`src/ident_regs_pkg.sv`:
```
// Purpose: constants and types for the core identification register bank
// Assumes: system coprocessor read port decoded by opcode1, primary, secondary, opcode2
// Notes:   values are fixed or pin-derived; nothing here is writable
`default_nettype none
package ident_regs_pkg;

  // coprocessor access selector
  typedef struct packed {
    logic [2:0] opc1;
    logic [3:0] crn;
    logic [3:0] crm;
    logic [2:0] opc2;
  } cp_sel_t;

  // access request carried as one bundle
  typedef struct packed {
    logic       valid;
    logic       write;
    logic       priv_one;
    logic       secure;
    cp_sel_t    sel;
  } cp_req_t;

  // selectors of the three registers
  localparam cp_sel_t SEL_AFFINITY = '{opc1: 3'h0, crn: 4'h0, crm: 4'h0, opc2: 3'h5};
  localparam cp_sel_t SEL_REVISION = '{opc1: 3'h0, crn: 4'h0, crm: 4'h0, opc2: 3'h6};
  localparam cp_sel_t SEL_FEATURE  = '{opc1: 3'h0, crn: 4'h0, crm: 4'h1, opc2: 3'h0};

  // affinity field positions and fixed values
  localparam int         AFF_MP_FORMAT_BIT   = 31;
  localparam int         AFF_UNIPROC_BIT     = 30;
  localparam int         AFF_MT_BIT          = 24;
  localparam int         AFF_CLUSTER_LSB     = 8;
  localparam int         AFF_CORE_LSB        = 0;
  localparam logic       AFF_MP_FORMAT_VAL   = 1'b1;
  localparam logic       AFF_UNIPROC_VAL     = 1'b0;
  localparam logic       AFF_MT_VAL          = 1'b0;

  // feature register field positions and values
  localparam int         PFR_EXEC_ENV_LSB    = 12;
  localparam int         PFR_BYTECODE_LSB    = 8;
  localparam int         PFR_COMPACT_LSB     = 4;
  localparam int         PFR_NATIVE_LSB      = 0;
  localparam logic [3:0] PFR_EXEC_ENV_VAL    = 4'h1;
  localparam logic [3:0] PFR_BYTECODE_VAL    = 4'h1;
  localparam logic [3:0] PFR_COMPACT_VAL     = 4'h3;
  localparam logic [3:0] PFR_NATIVE_VAL      = 4'h1;

  // revision detail default, arbitrary value chosen for this build
  localparam logic [31:0] REVISION_DETAIL_DEFAULT = 32'h0000_0000;

  // reset value of the read data output
  localparam logic [31:0] RDATA_RESET = 32'h0000_0000;

endpackage

`default_nettype wire

```
`src/cpu_identification_regs.sv`:
```
// Purpose: read-only identification registers of one core in a cluster
// Assumes: request is presented for one cycle; answer follows one cycle later
// Notes:   write or unprivileged access is refused with an undefined flag
//
// What this block does
// - Affinity bit 31 always reads one for the multiprocessing register format.
// - Affinity bit 30 reads zero since the core is part of a multiprocessor system.
// - Affinity bit 24 reads zero since the lowest level is not multithreaded.
// - Affinity bits 11:8 return the value on the cluster number pins.
// - Affinity bits 1:0 hold the core index within the cluster, 0 to 3.
// - All three registers are read-only and reachable only at privilege level one or higher.
// - Each register is one copy giving the same value in secure and non-secure state.
// - The affinity register is read with opcode1 0, c0, c0, opcode2 5.
// - The revision detail register gives a 32-bit implementation-chosen value.
// - The revision detail register is read with opcode1 0, c0, c0, opcode2 6.
// - Feature bits 15:12 read 0x1 for the execution-environment instruction set.
// - Feature bits 11:8 read 0x1 for the trivial bytecode extension.
// - Feature bits 7:4 read 0x3 for the full compact instruction encoding.
// - Feature bits 3:0 read 0x1 for the native 32-bit instruction set.
// - The first feature register is read with opcode1 0, c0, c1, opcode2 0.
`timescale 1ns/1ps
`default_nettype none

module cpu_identification_regs #(
  parameter logic [31:0] REVISION_DETAIL_VALUE = ident_regs_pkg::REVISION_DETAIL_DEFAULT
) (
  input  wire logic                    clk_sys_i,           // core clock, 125 MHz
  input  wire logic                    rstn_i,              // synchronous reset, active low
  input  wire ident_regs_pkg::cp_req_t cp_req_i,            // coprocessor access request
  input  wire logic [3:0]              cluster_number_pins_i, // cluster number strap
  input  wire logic [1:0]              core_index_i,        // core index strap
  output logic                         cp_ack_o,            // answer valid, one cycle
  output logic                         cp_undef_o,          // access refused, one cycle
  output logic [31:0]                  cp_rdata_o           // read data
);

  // which of the three registers a selector names
  typedef enum {
    REG_NONE,
    REG_AFFINITY,
    REG_REVISION,
    REG_FEATURE
  } reg_id_t;

  localparam int PFR_FIELDS = 4;
  localparam int FIELD_W    = 4;

  // request fields, unpacked once
  logic                    req_valid;
  logic                    req_write;
  logic                    req_priv_one;
  ident_regs_pkg::cp_sel_t req_sel;

  // decode and refusal causes
  reg_id_t                 reg_id;
  logic                    hit_affinity;
  logic                    hit_revision;
  logic                    hit_feature;
  logic                    write_refused;
  logic                    priv_refused;
  logic                    sel_refused;
  logic                    ok_next;
  logic                    ack_next;
  logic                    undef_next;

  // named fields of the affinity register
  logic                    mp_format_flag;
  logic                    uniproc_flag;
  logic                    multithread_flag;
  logic [3:0]              cluster_number_field;
  logic [1:0]              core_index_field;

  // named fields of the first feature register
  logic [3:0]              exec_env_isa_support;
  logic [3:0]              bytecode_ext_support;
  logic [3:0]              compact_isa_support;
  logic [3:0]              native_isa_support;
  logic [3:0]              feature_field [PFR_FIELDS];
  logic [31:0]             feature_part [PFR_FIELDS];

  // register images
  logic [31:0]             affinity_raw;
  logic [31:0]             affinity_value;
  logic [31:0]             feature_raw;
  logic [31:0]             feature_value;
  logic [31:0]             revision_detail_value;
  logic [31:0]             rdata_next;
  logic [31:0]             rdata_out_next;

  // strap registers
  logic [3:0]              cluster_reg;
  logic [1:0]              core_reg;

  // decodes a selector against one register address, field by field
  function automatic logic sel_match(input ident_regs_pkg::cp_sel_t a,
                                     input ident_regs_pkg::cp_sel_t b);
    logic same;
    same = 1'b1;
    if (a.opc1 != b.opc1) begin
      same = 1'b0;
    end
    if (a.crn != b.crn) begin
      same = 1'b0;
    end
    if (a.crm != b.crm) begin
      same = 1'b0;
    end
    if (a.opc2 != b.opc2) begin
      same = 1'b0;
    end
    return same;
  endfunction

  // names the register a selector points at, or none
  function automatic reg_id_t decode_sel(input ident_regs_pkg::cp_sel_t s);
    reg_id_t id;
    id = REG_NONE;
    if (sel_match(s, ident_regs_pkg::SEL_AFFINITY)) begin
      id = REG_AFFINITY;
    end
    if (sel_match(s, ident_regs_pkg::SEL_REVISION)) begin
      id = REG_REVISION;
    end
    if (sel_match(s, ident_regs_pkg::SEL_FEATURE)) begin
      id = REG_FEATURE;
    end
    return id;
  endfunction

  // ones over a field of the given width starting at lsb
  function automatic logic [31:0] field_mask(input int lsb,
                                             input int width);
    logic [31:0] m;
    m = 32'h0000_0000;
    for (int b = 0; b < 32; b++) begin
      if (b >= lsb && b < lsb + width) begin
        m[b] = 1'b1;
      end
    end
    return m;
  endfunction

  // position of each feature slot, lowest field first
  function automatic int pfr_lsb(input int idx);
    case (idx)
      0:       pfr_lsb = ident_regs_pkg::PFR_NATIVE_LSB;
      1:       pfr_lsb = ident_regs_pkg::PFR_COMPACT_LSB;
      2:       pfr_lsb = ident_regs_pkg::PFR_BYTECODE_LSB;
      default: pfr_lsb = ident_regs_pkg::PFR_EXEC_ENV_LSB;
    endcase
  endfunction

  // a four-bit field moved up to its place in a 32-bit word
  function automatic logic [31:0] nibble_at(input logic [3:0] value,
                                            input int         lsb);
    logic [31:0] w;
    w = {28'h000_0000, value};
    return w << lsb;
  endfunction

  // only defined fields may carry ones
  localparam logic [31:0] AFFINITY_USED =
      field_mask(ident_regs_pkg::AFF_MP_FORMAT_BIT, 1)
    | field_mask(ident_regs_pkg::AFF_UNIPROC_BIT, 1)
    | field_mask(ident_regs_pkg::AFF_MT_BIT, 1)
    | field_mask(ident_regs_pkg::AFF_CLUSTER_LSB, 4)
    | field_mask(ident_regs_pkg::AFF_CORE_LSB, 2);
  localparam logic [31:0] FEATURE_USED =
      field_mask(ident_regs_pkg::PFR_NATIVE_LSB, FIELD_W)
    | field_mask(ident_regs_pkg::PFR_COMPACT_LSB, FIELD_W)
    | field_mask(ident_regs_pkg::PFR_BYTECODE_LSB, FIELD_W)
    | field_mask(ident_regs_pkg::PFR_EXEC_ENV_LSB, FIELD_W);

  // security state unused, one copy serves both
  assign req_valid    = cp_req_i.valid;
  assign req_write    = cp_req_i.write;
  assign req_priv_one = cp_req_i.priv_one;
  assign req_sel      = cp_req_i.sel;

  always_comb begin
    reg_id = decode_sel(req_sel);
  end

  assign hit_affinity = (reg_id == REG_AFFINITY);
  assign hit_revision = (reg_id == REG_REVISION);
  assign hit_feature  = (reg_id == REG_FEATURE);

  assign write_refused = req_write;
  assign priv_refused  = !req_priv_one;
  assign sel_refused   = !(hit_affinity || hit_revision || hit_feature);
  assign ok_next       = !write_refused && !priv_refused && !sel_refused;

  always_comb begin
    ack_next   = 1'b0;
    undef_next = 1'b0;
    if (req_valid) begin
      if (ok_next) begin
        ack_next = 1'b1;
      end else begin
        undef_next = 1'b1;
      end
    end
  end

  // straps are caught every cycle and not reset; a read in the first
  // cycle after reset would see whatever the pins showed one edge before
  always_ff @(posedge clk_sys_i) begin
    cluster_reg <= cluster_number_pins_i;
  end

  always_ff @(posedge clk_sys_i) begin
    core_reg <= core_index_i;
  end

  assign mp_format_flag = ident_regs_pkg::AFF_MP_FORMAT_VAL;

  assign uniproc_flag = ident_regs_pkg::AFF_UNIPROC_VAL;

  assign multithread_flag = ident_regs_pkg::AFF_MT_VAL;

  assign cluster_number_field = cluster_reg;

  assign core_index_field = core_reg;

  always_comb begin
    affinity_raw = 32'h0000_0000;
    // format flag
    affinity_raw[ident_regs_pkg::AFF_MP_FORMAT_BIT] = mp_format_flag;
    // uniprocessor flag
    affinity_raw[ident_regs_pkg::AFF_UNIPROC_BIT] = uniproc_flag;
    // multithread flag
    affinity_raw[ident_regs_pkg::AFF_MT_BIT] = multithread_flag;
    // cluster number
    affinity_raw[ident_regs_pkg::AFF_CLUSTER_LSB +: 4] = cluster_number_field;
    // core index
    affinity_raw[ident_regs_pkg::AFF_CORE_LSB +: 2] = core_index_field;
  end

  assign affinity_value = affinity_raw & AFFINITY_USED;

  assign exec_env_isa_support = ident_regs_pkg::PFR_EXEC_ENV_VAL;

  assign bytecode_ext_support = ident_regs_pkg::PFR_BYTECODE_VAL;

  assign compact_isa_support = ident_regs_pkg::PFR_COMPACT_VAL;

  assign native_isa_support = ident_regs_pkg::PFR_NATIVE_VAL;

  // slots in the order of pfr_lsb
  assign feature_field[0] = native_isa_support;
  assign feature_field[1] = compact_isa_support;
  assign feature_field[2] = bytecode_ext_support;
  assign feature_field[3] = exec_env_isa_support;

  // one generated slot per feature field
  genvar g;
  generate
    for (g = 0; g < PFR_FIELDS; g++) begin : g_pfr
      assign feature_part[g] = nibble_at(feature_field[g], pfr_lsb(g));
    end
  endgenerate

  always_comb begin
    feature_raw = 32'h0000_0000;
    for (int f = 0; f < PFR_FIELDS; f++) begin
      feature_raw = feature_raw | feature_part[f];
    end
  end

  assign feature_value = feature_raw & FEATURE_USED;

  assign revision_detail_value = REVISION_DETAIL_VALUE;

  always_comb begin
    case (reg_id)
      REG_AFFINITY: begin
        rdata_next = affinity_value;
      end
      REG_REVISION: begin
        rdata_next = revision_detail_value;
      end
      REG_FEATURE: begin
        rdata_next = feature_value;
      end
      default: begin
        rdata_next = ident_regs_pkg::RDATA_RESET;
      end
    endcase
  end

  // refused accesses return zero so nothing leaks to less-privileged code
  always_comb begin
    rdata_out_next = ident_regs_pkg::RDATA_RESET;
    if (ack_next) begin
      rdata_out_next = rdata_next;
    end
  end

  // every output comes straight from a flip-flop
  always_ff @(posedge clk_sys_i) begin
    if (!rstn_i) begin
      cp_ack_o <= 1'b0;
    end else begin
      cp_ack_o <= ack_next;
    end
  end

  always_ff @(posedge clk_sys_i) begin
    if (!rstn_i) begin
      cp_undef_o <= 1'b0;
    end else begin
      cp_undef_o <= undef_next;
    end
  end

  always_ff @(posedge clk_sys_i) begin
    if (!rstn_i) begin
      cp_rdata_o <= ident_regs_pkg::RDATA_RESET;
    end else begin
      cp_rdata_o <= rdata_out_next;
    end
  end

endmodule

`default_nettype wire

```
`config.mk`:
```
export PLATFORM = sky130hd
export DESIGN_NAME = cpu_identification_regs
export DESIGN_NICKNAME = d
export VERILOG_FILES = /design/src/ident_regs_pkg.sv /design/src/cpu_identification_regs.sv
export SDC_FILE = /design/constraint.sdc
export NUM_CORES = 1
export LEC_CHECK = 0
export ABC_CLOCK_PERIOD_IN_PS = 1800
export BUFFER_PORTS_ARGS = -buffer_cell sky130_fd_sc_hd__buf_2
export CORE_MARGIN = 2
export CORE_UTILIZATION = 41
export CTS_BUF_LIST = sky130_fd_sc_hd__clkbuf_2
export DETAILED_ROUTE_END_ITERATION = 6
export GPL_ROUTABILITY_DRIVEN = 1
export PLACE_DENSITY = 0.86
export SLEW_MARGIN = 30
export SYNTH_ARGS = -nofsm -noshare
export SYNTH_HDL_FRONTEND = slang
export SYNTH_SLANG_ARGS = --single-unit
```
`constraint.sdc`:
```
create_clock -name clk_sys_i -period 1.8 [get_ports clk_sys_i]
set_input_delay 0.36 -clock clk_sys_i [delete_from_list [all_inputs] [get_ports clk_sys_i]]
set_output_delay 0.36 -clock clk_sys_i [all_outputs]
set_load 0.01 [all_outputs]
```
; Yosys cells after proc, flatten, opt, wreduce, memory -nomap -nowiden
; Index checks and enable logic that the tools add are counted.
[op_classes]
reduce_logical = 11
mux = 14
n_eq_ne = 8
[ops]
columns = operator, count
row1 = "== test 32 x 2 -> 1 bit, second input constant", 2
row2 = "== test 32 x 3 -> 1 bit, second input constant", 2
row3 = one-hot mux 32 bit (2 select lines), 1
row4 = "== test 32 x 1 -> 1 bit, second input constant", 1
row5 = two-way mux 1 bit, 11
row6 = nonzero test 4 bit, 2
row7 = "!= test 3 bit, second input constant", 2
row8 = nonzero test 3 bit, 2
row9 = two-way mux 2 bit, 2
row10 = "!= test 4 x 1 -> 1 bit, second input constant", 1
row11 = AND reduction 2 bit, 2
row12 = logical AND 1 bit, 2
row13 = logical OR 1 bit, 2
row14 = logical NOT 1 bit, 1
[totals]
regBits = 40
in_bits = 26

; Longest topological paths before layout
[logic_depth]
word_depth = 15
mapped_depth = 4

; Least setup slack after synthesis
; Ideal clock, no wire load.
[synth_path]
path_type = input -> register
startpoint = input port cp_req_i[0] (netlist bit)
endpoint = register cp_undef_o
t_arrival_ps = 1108
slack_ps = 577
path_stages = 3
t_required_ps = 1685
cell_sequence = or3b_4 o32a_2 o21ba_1
[synth_via]
elab_chain_len = 10
elab_cells_between_ends = 16
classes_between = eq/ne (5) / mux (7) / reduce/logical (4)
[synth_rtl]
columns = element, line_no
row1 = from (decl), cpu_identification_regs.sv:29  ; input wire ident_regs_pkg::cp_req_t cp_req_i,
row2 = != test 3 bit, cpu_identification_regs.sv:108  ; if (a.opc2 != b.opc2) begin
row3 = two-way mux 1 bit, cpu_identification_regs.sv:108
row4 = two-way mux 1 bit, cpu_identification_regs.sv:118  ; if (sel_match(s, ident_regs_pkg::SEL_AFFINITY)) begin
row5 = two-way mux 2 bit, cpu_identification_regs.sv:121  ; if (sel_match(s, ident_regs_pkg::SEL_REVISION)) begin
row6 = two-way mux 2 bit *, cpu_identification_regs.sv:124  ; if (sel_match(s, ident_regs_pkg::SEL_FEATURE)) begin
row7 = == test 32 x 2 -> 1 bit / == test 32 x 3 -> 1 bit (equally long branches), "cpu_identification_regs.sv:184, cpu_identification_regs.sv:185"
row8 = logical OR 1 bit, cpu_identification_regs.sv:190  ; assign sel_refused = !(hit_affinity || hit_revision || hit_feature);
row9 = logical OR 1 bit *, cpu_identification_regs.sv:190
row10 = logical AND 1 bit *, cpu_identification_regs.sv:191  ; assign ok_next = !write_refused && !priv_refused && !sel_refused;
row11 = two-way mux 1 bit *, cpu_identification_regs.sv:197  ; if (ok_next) begin
row12 = to (signal assigned), cpu_identification_regs.sv:312  ; cp_undef_o <= undef_next;
row13 = to (decl), cpu_identification_regs.sv:33  ; output logic cp_undef_o,
; Every way passes the cells marked *; elsewhere a longest branch is shown, timed or not.
; A chain may end at the register's enable or synchronous reset.

==> run metrics <==
share of cells above drive strength 1 0.4381; clk buf depth 2; Synth Area in Simple Gates 0.2068; Max FO, Critical Path 3; Clock Pin Slew Worst Setup and Hold Paths 0.13 ns; root cell of the clock tree clkbuf_2; RD Place Congestion 0.6231; Routed WL per cell slightly below 9 microns; Vias a little under 500; TritonCTS clock tree yes; slowest stage delay, CP 0.36 ns; Post-Synth XOR/XNOR Area 0.01259; Filler Cells Inserted 146; PwrDens approximately 710 nW/um^2; register bit total from synthesis 16; Final Hold Vio Count 0; Die ar. 2042 sq um; final setup TNS 0 ns; Worst Path Arrival 0.75 ns; CTS Buf Count 3; CP required ~1.4 ns; insertion delay of the later-clocked pin in the worst-skew pair 0.27 ns; post-synthesis mux area share 0; Initial Util 0.4513; Critical Path Source Type register; number of clock sinks 16; chip width 45.19 microns; core area 1541 sq um; CP Cell Sequence buf_2; Max Freq about 0.9 GHz; Mapped Cells 70; I/O pin total 60; post_cts resized 0; worst setup path category register to output port; unrepaired setup endpoints after global routing false; largest net degree at the start of global routing 9; post-synth cell types 20; DRT iter0 DRCs 11; final hold slack roughly 0.18 ns; CP delay by family, top flip-flops; fin area 805.8 sq um; max-slew violations 0; global-route wire length before repair 1587 microns; Synth warnings 0; area added between synthesis and finish 15.83%; Pre-antenna DRT Iters 4; max_cap viols 0; H-tree lvl count 1; post-CTS setup buffers 0; Synth Cell Area 695.7 sq um; Antenna diodes 0; DRC violations left 0; Pleak 0.4322 nW; Tcrit/Tclk final 0.6171; adder-cell share of the synthesized area 0; # port buffers 36; Synth Area in Compound Gates 0.04496; placed cell area a little under 800 sq um; Clock Skews 0.007004 ns; post-synthesis sequential area ratio 0.4604; vias per cell 4.033; global-route usage over all layers 0.1118; Final setup viols 0; vias in the first global route 408; Max VDD drop ~0.35 mV; WP buf/inv 1; hold buffer count at cts 0; Syn Area/Cell just under 10 sq um; routed wire length roughly 1100 microns; antenna violations before repair 0; post-route ant nets 0; Rows 14; DP HPWL 927.7 microns; post-layout power 0.0005745 W; combinational family with the most area after synthesis buffers and inverters; slowest CP cell dfxtp_1; min Tclk post-route 1.111 ns; Total Nets Final 133; Worst setup EP type output port; Min-Delay Path Class primary input to register; global route overflow 0; Die Ht 45.19 microns; outcome completed
power breakdown:
part	leakage [nW]	switching [W]	internal, W	total (W)
Combinational	0.288	0.0000405	0.0000297	0.0000702
Clock	0.0125	0.0000945	0.0000455	0.000140
Sequential	0.131	0.00000198	0.000362	0.000364
sequential cells by signal (all words and copies together) (netlist names):
signal                cells
cp_undef_o                1
cp_rdata_o                8
cp_ack_o                  1
core_index_field          2
cluster_number_field      4
per-layer routing:
metal,up-vias,wire (microns),track usage
li1,255,-,-
met1,203,396,0.1166
met2,30,553,0.1829
met3,0,103,0.04800
met4,0,0,0.07059
met5,-,0,0
layout make-up:
cell class / instances / area [sq um] / share of cell area
Clock buffer: 3 / 15.01 / 0.01863
Sequential cell: 16 / 320.3 / 0.3975
Inverter: 1 / 3.754 / 0.004658
Tap cell: 16 / 20.02 / 0.02484
Multi-Input combinational cell: 49 / 266.5 / 0.3307
Timing Repair Buffer: 36 / 180.2 / 0.2236
stage by stage:
step           setup slack (ns)  utilization  std cells
5_1_grt                  0.6212       0.5227        121
4_1_cts                  0.6525       0.5227        121
2_1_floorplan            0.5771            -         91
3_3_place_gp             0.4253       0.5130        118
6_report                 0.6892       0.5227        121
3_5_place_dp             0.4170       0.5130        118
kinds of logic (layout without fill, tap and decap cells):
logic type,count (synthesis),after routing
AOI/OAI and AO/OA,4,4
xor gates and xnor gates,1,1
DFF,16,16
buffers and inverters,26,40
other,1,22
and+or+nand+nor,22,22
cells in the final DEF (no fill, tap or decap), drive strengths merged, types with 2 or more instances in the layout:
cell    count
a21oi       2
and3b       2
buf        36
clkbuf      3
conb       22
dfxtp      16
nand2       7
nor2        5
nor4        2
worst paths after layout:
| path | from | to | slack (ns) | cells past startpoint |
|---|---|---|---|---|
| min reg2reg | cluster_number_field[3] | cp_rdata_o[11] | 0.42 | 2 |
| min | core_index_i[1] | core_index_field[1] | 0.18 | 1 |
| max reg2reg | cluster_number_field[0] | cp_rdata_o[8] | 1.23 | 2 |
| max | cp_rdata_o[12] | cp_rdata_o[5] | 0.69 | 1 |
synthesized netlist by cell type, drive strengths merged:
cell type,number,area [sq um]
nand2,7,26.28
nor2b,1,6.260
nor4b,1,15.01
or3b,1,11.26
buf,24,180.2
xnor2,1,8.760
and3b,2,18.77
o32a,1,11.26
nor3,1,5.000
conb,1,3.750
clkbuf,1,3.750
o21ba,1,10.01
inv,1,3.750
dfxtp,16,320.3
nor4,2,25.02
a21oi,2,10.01
nor2,5,18.77
nand3,1,5.000
nand4,1,12.51
Note: power is estimated with default switching activity, not from simulation.
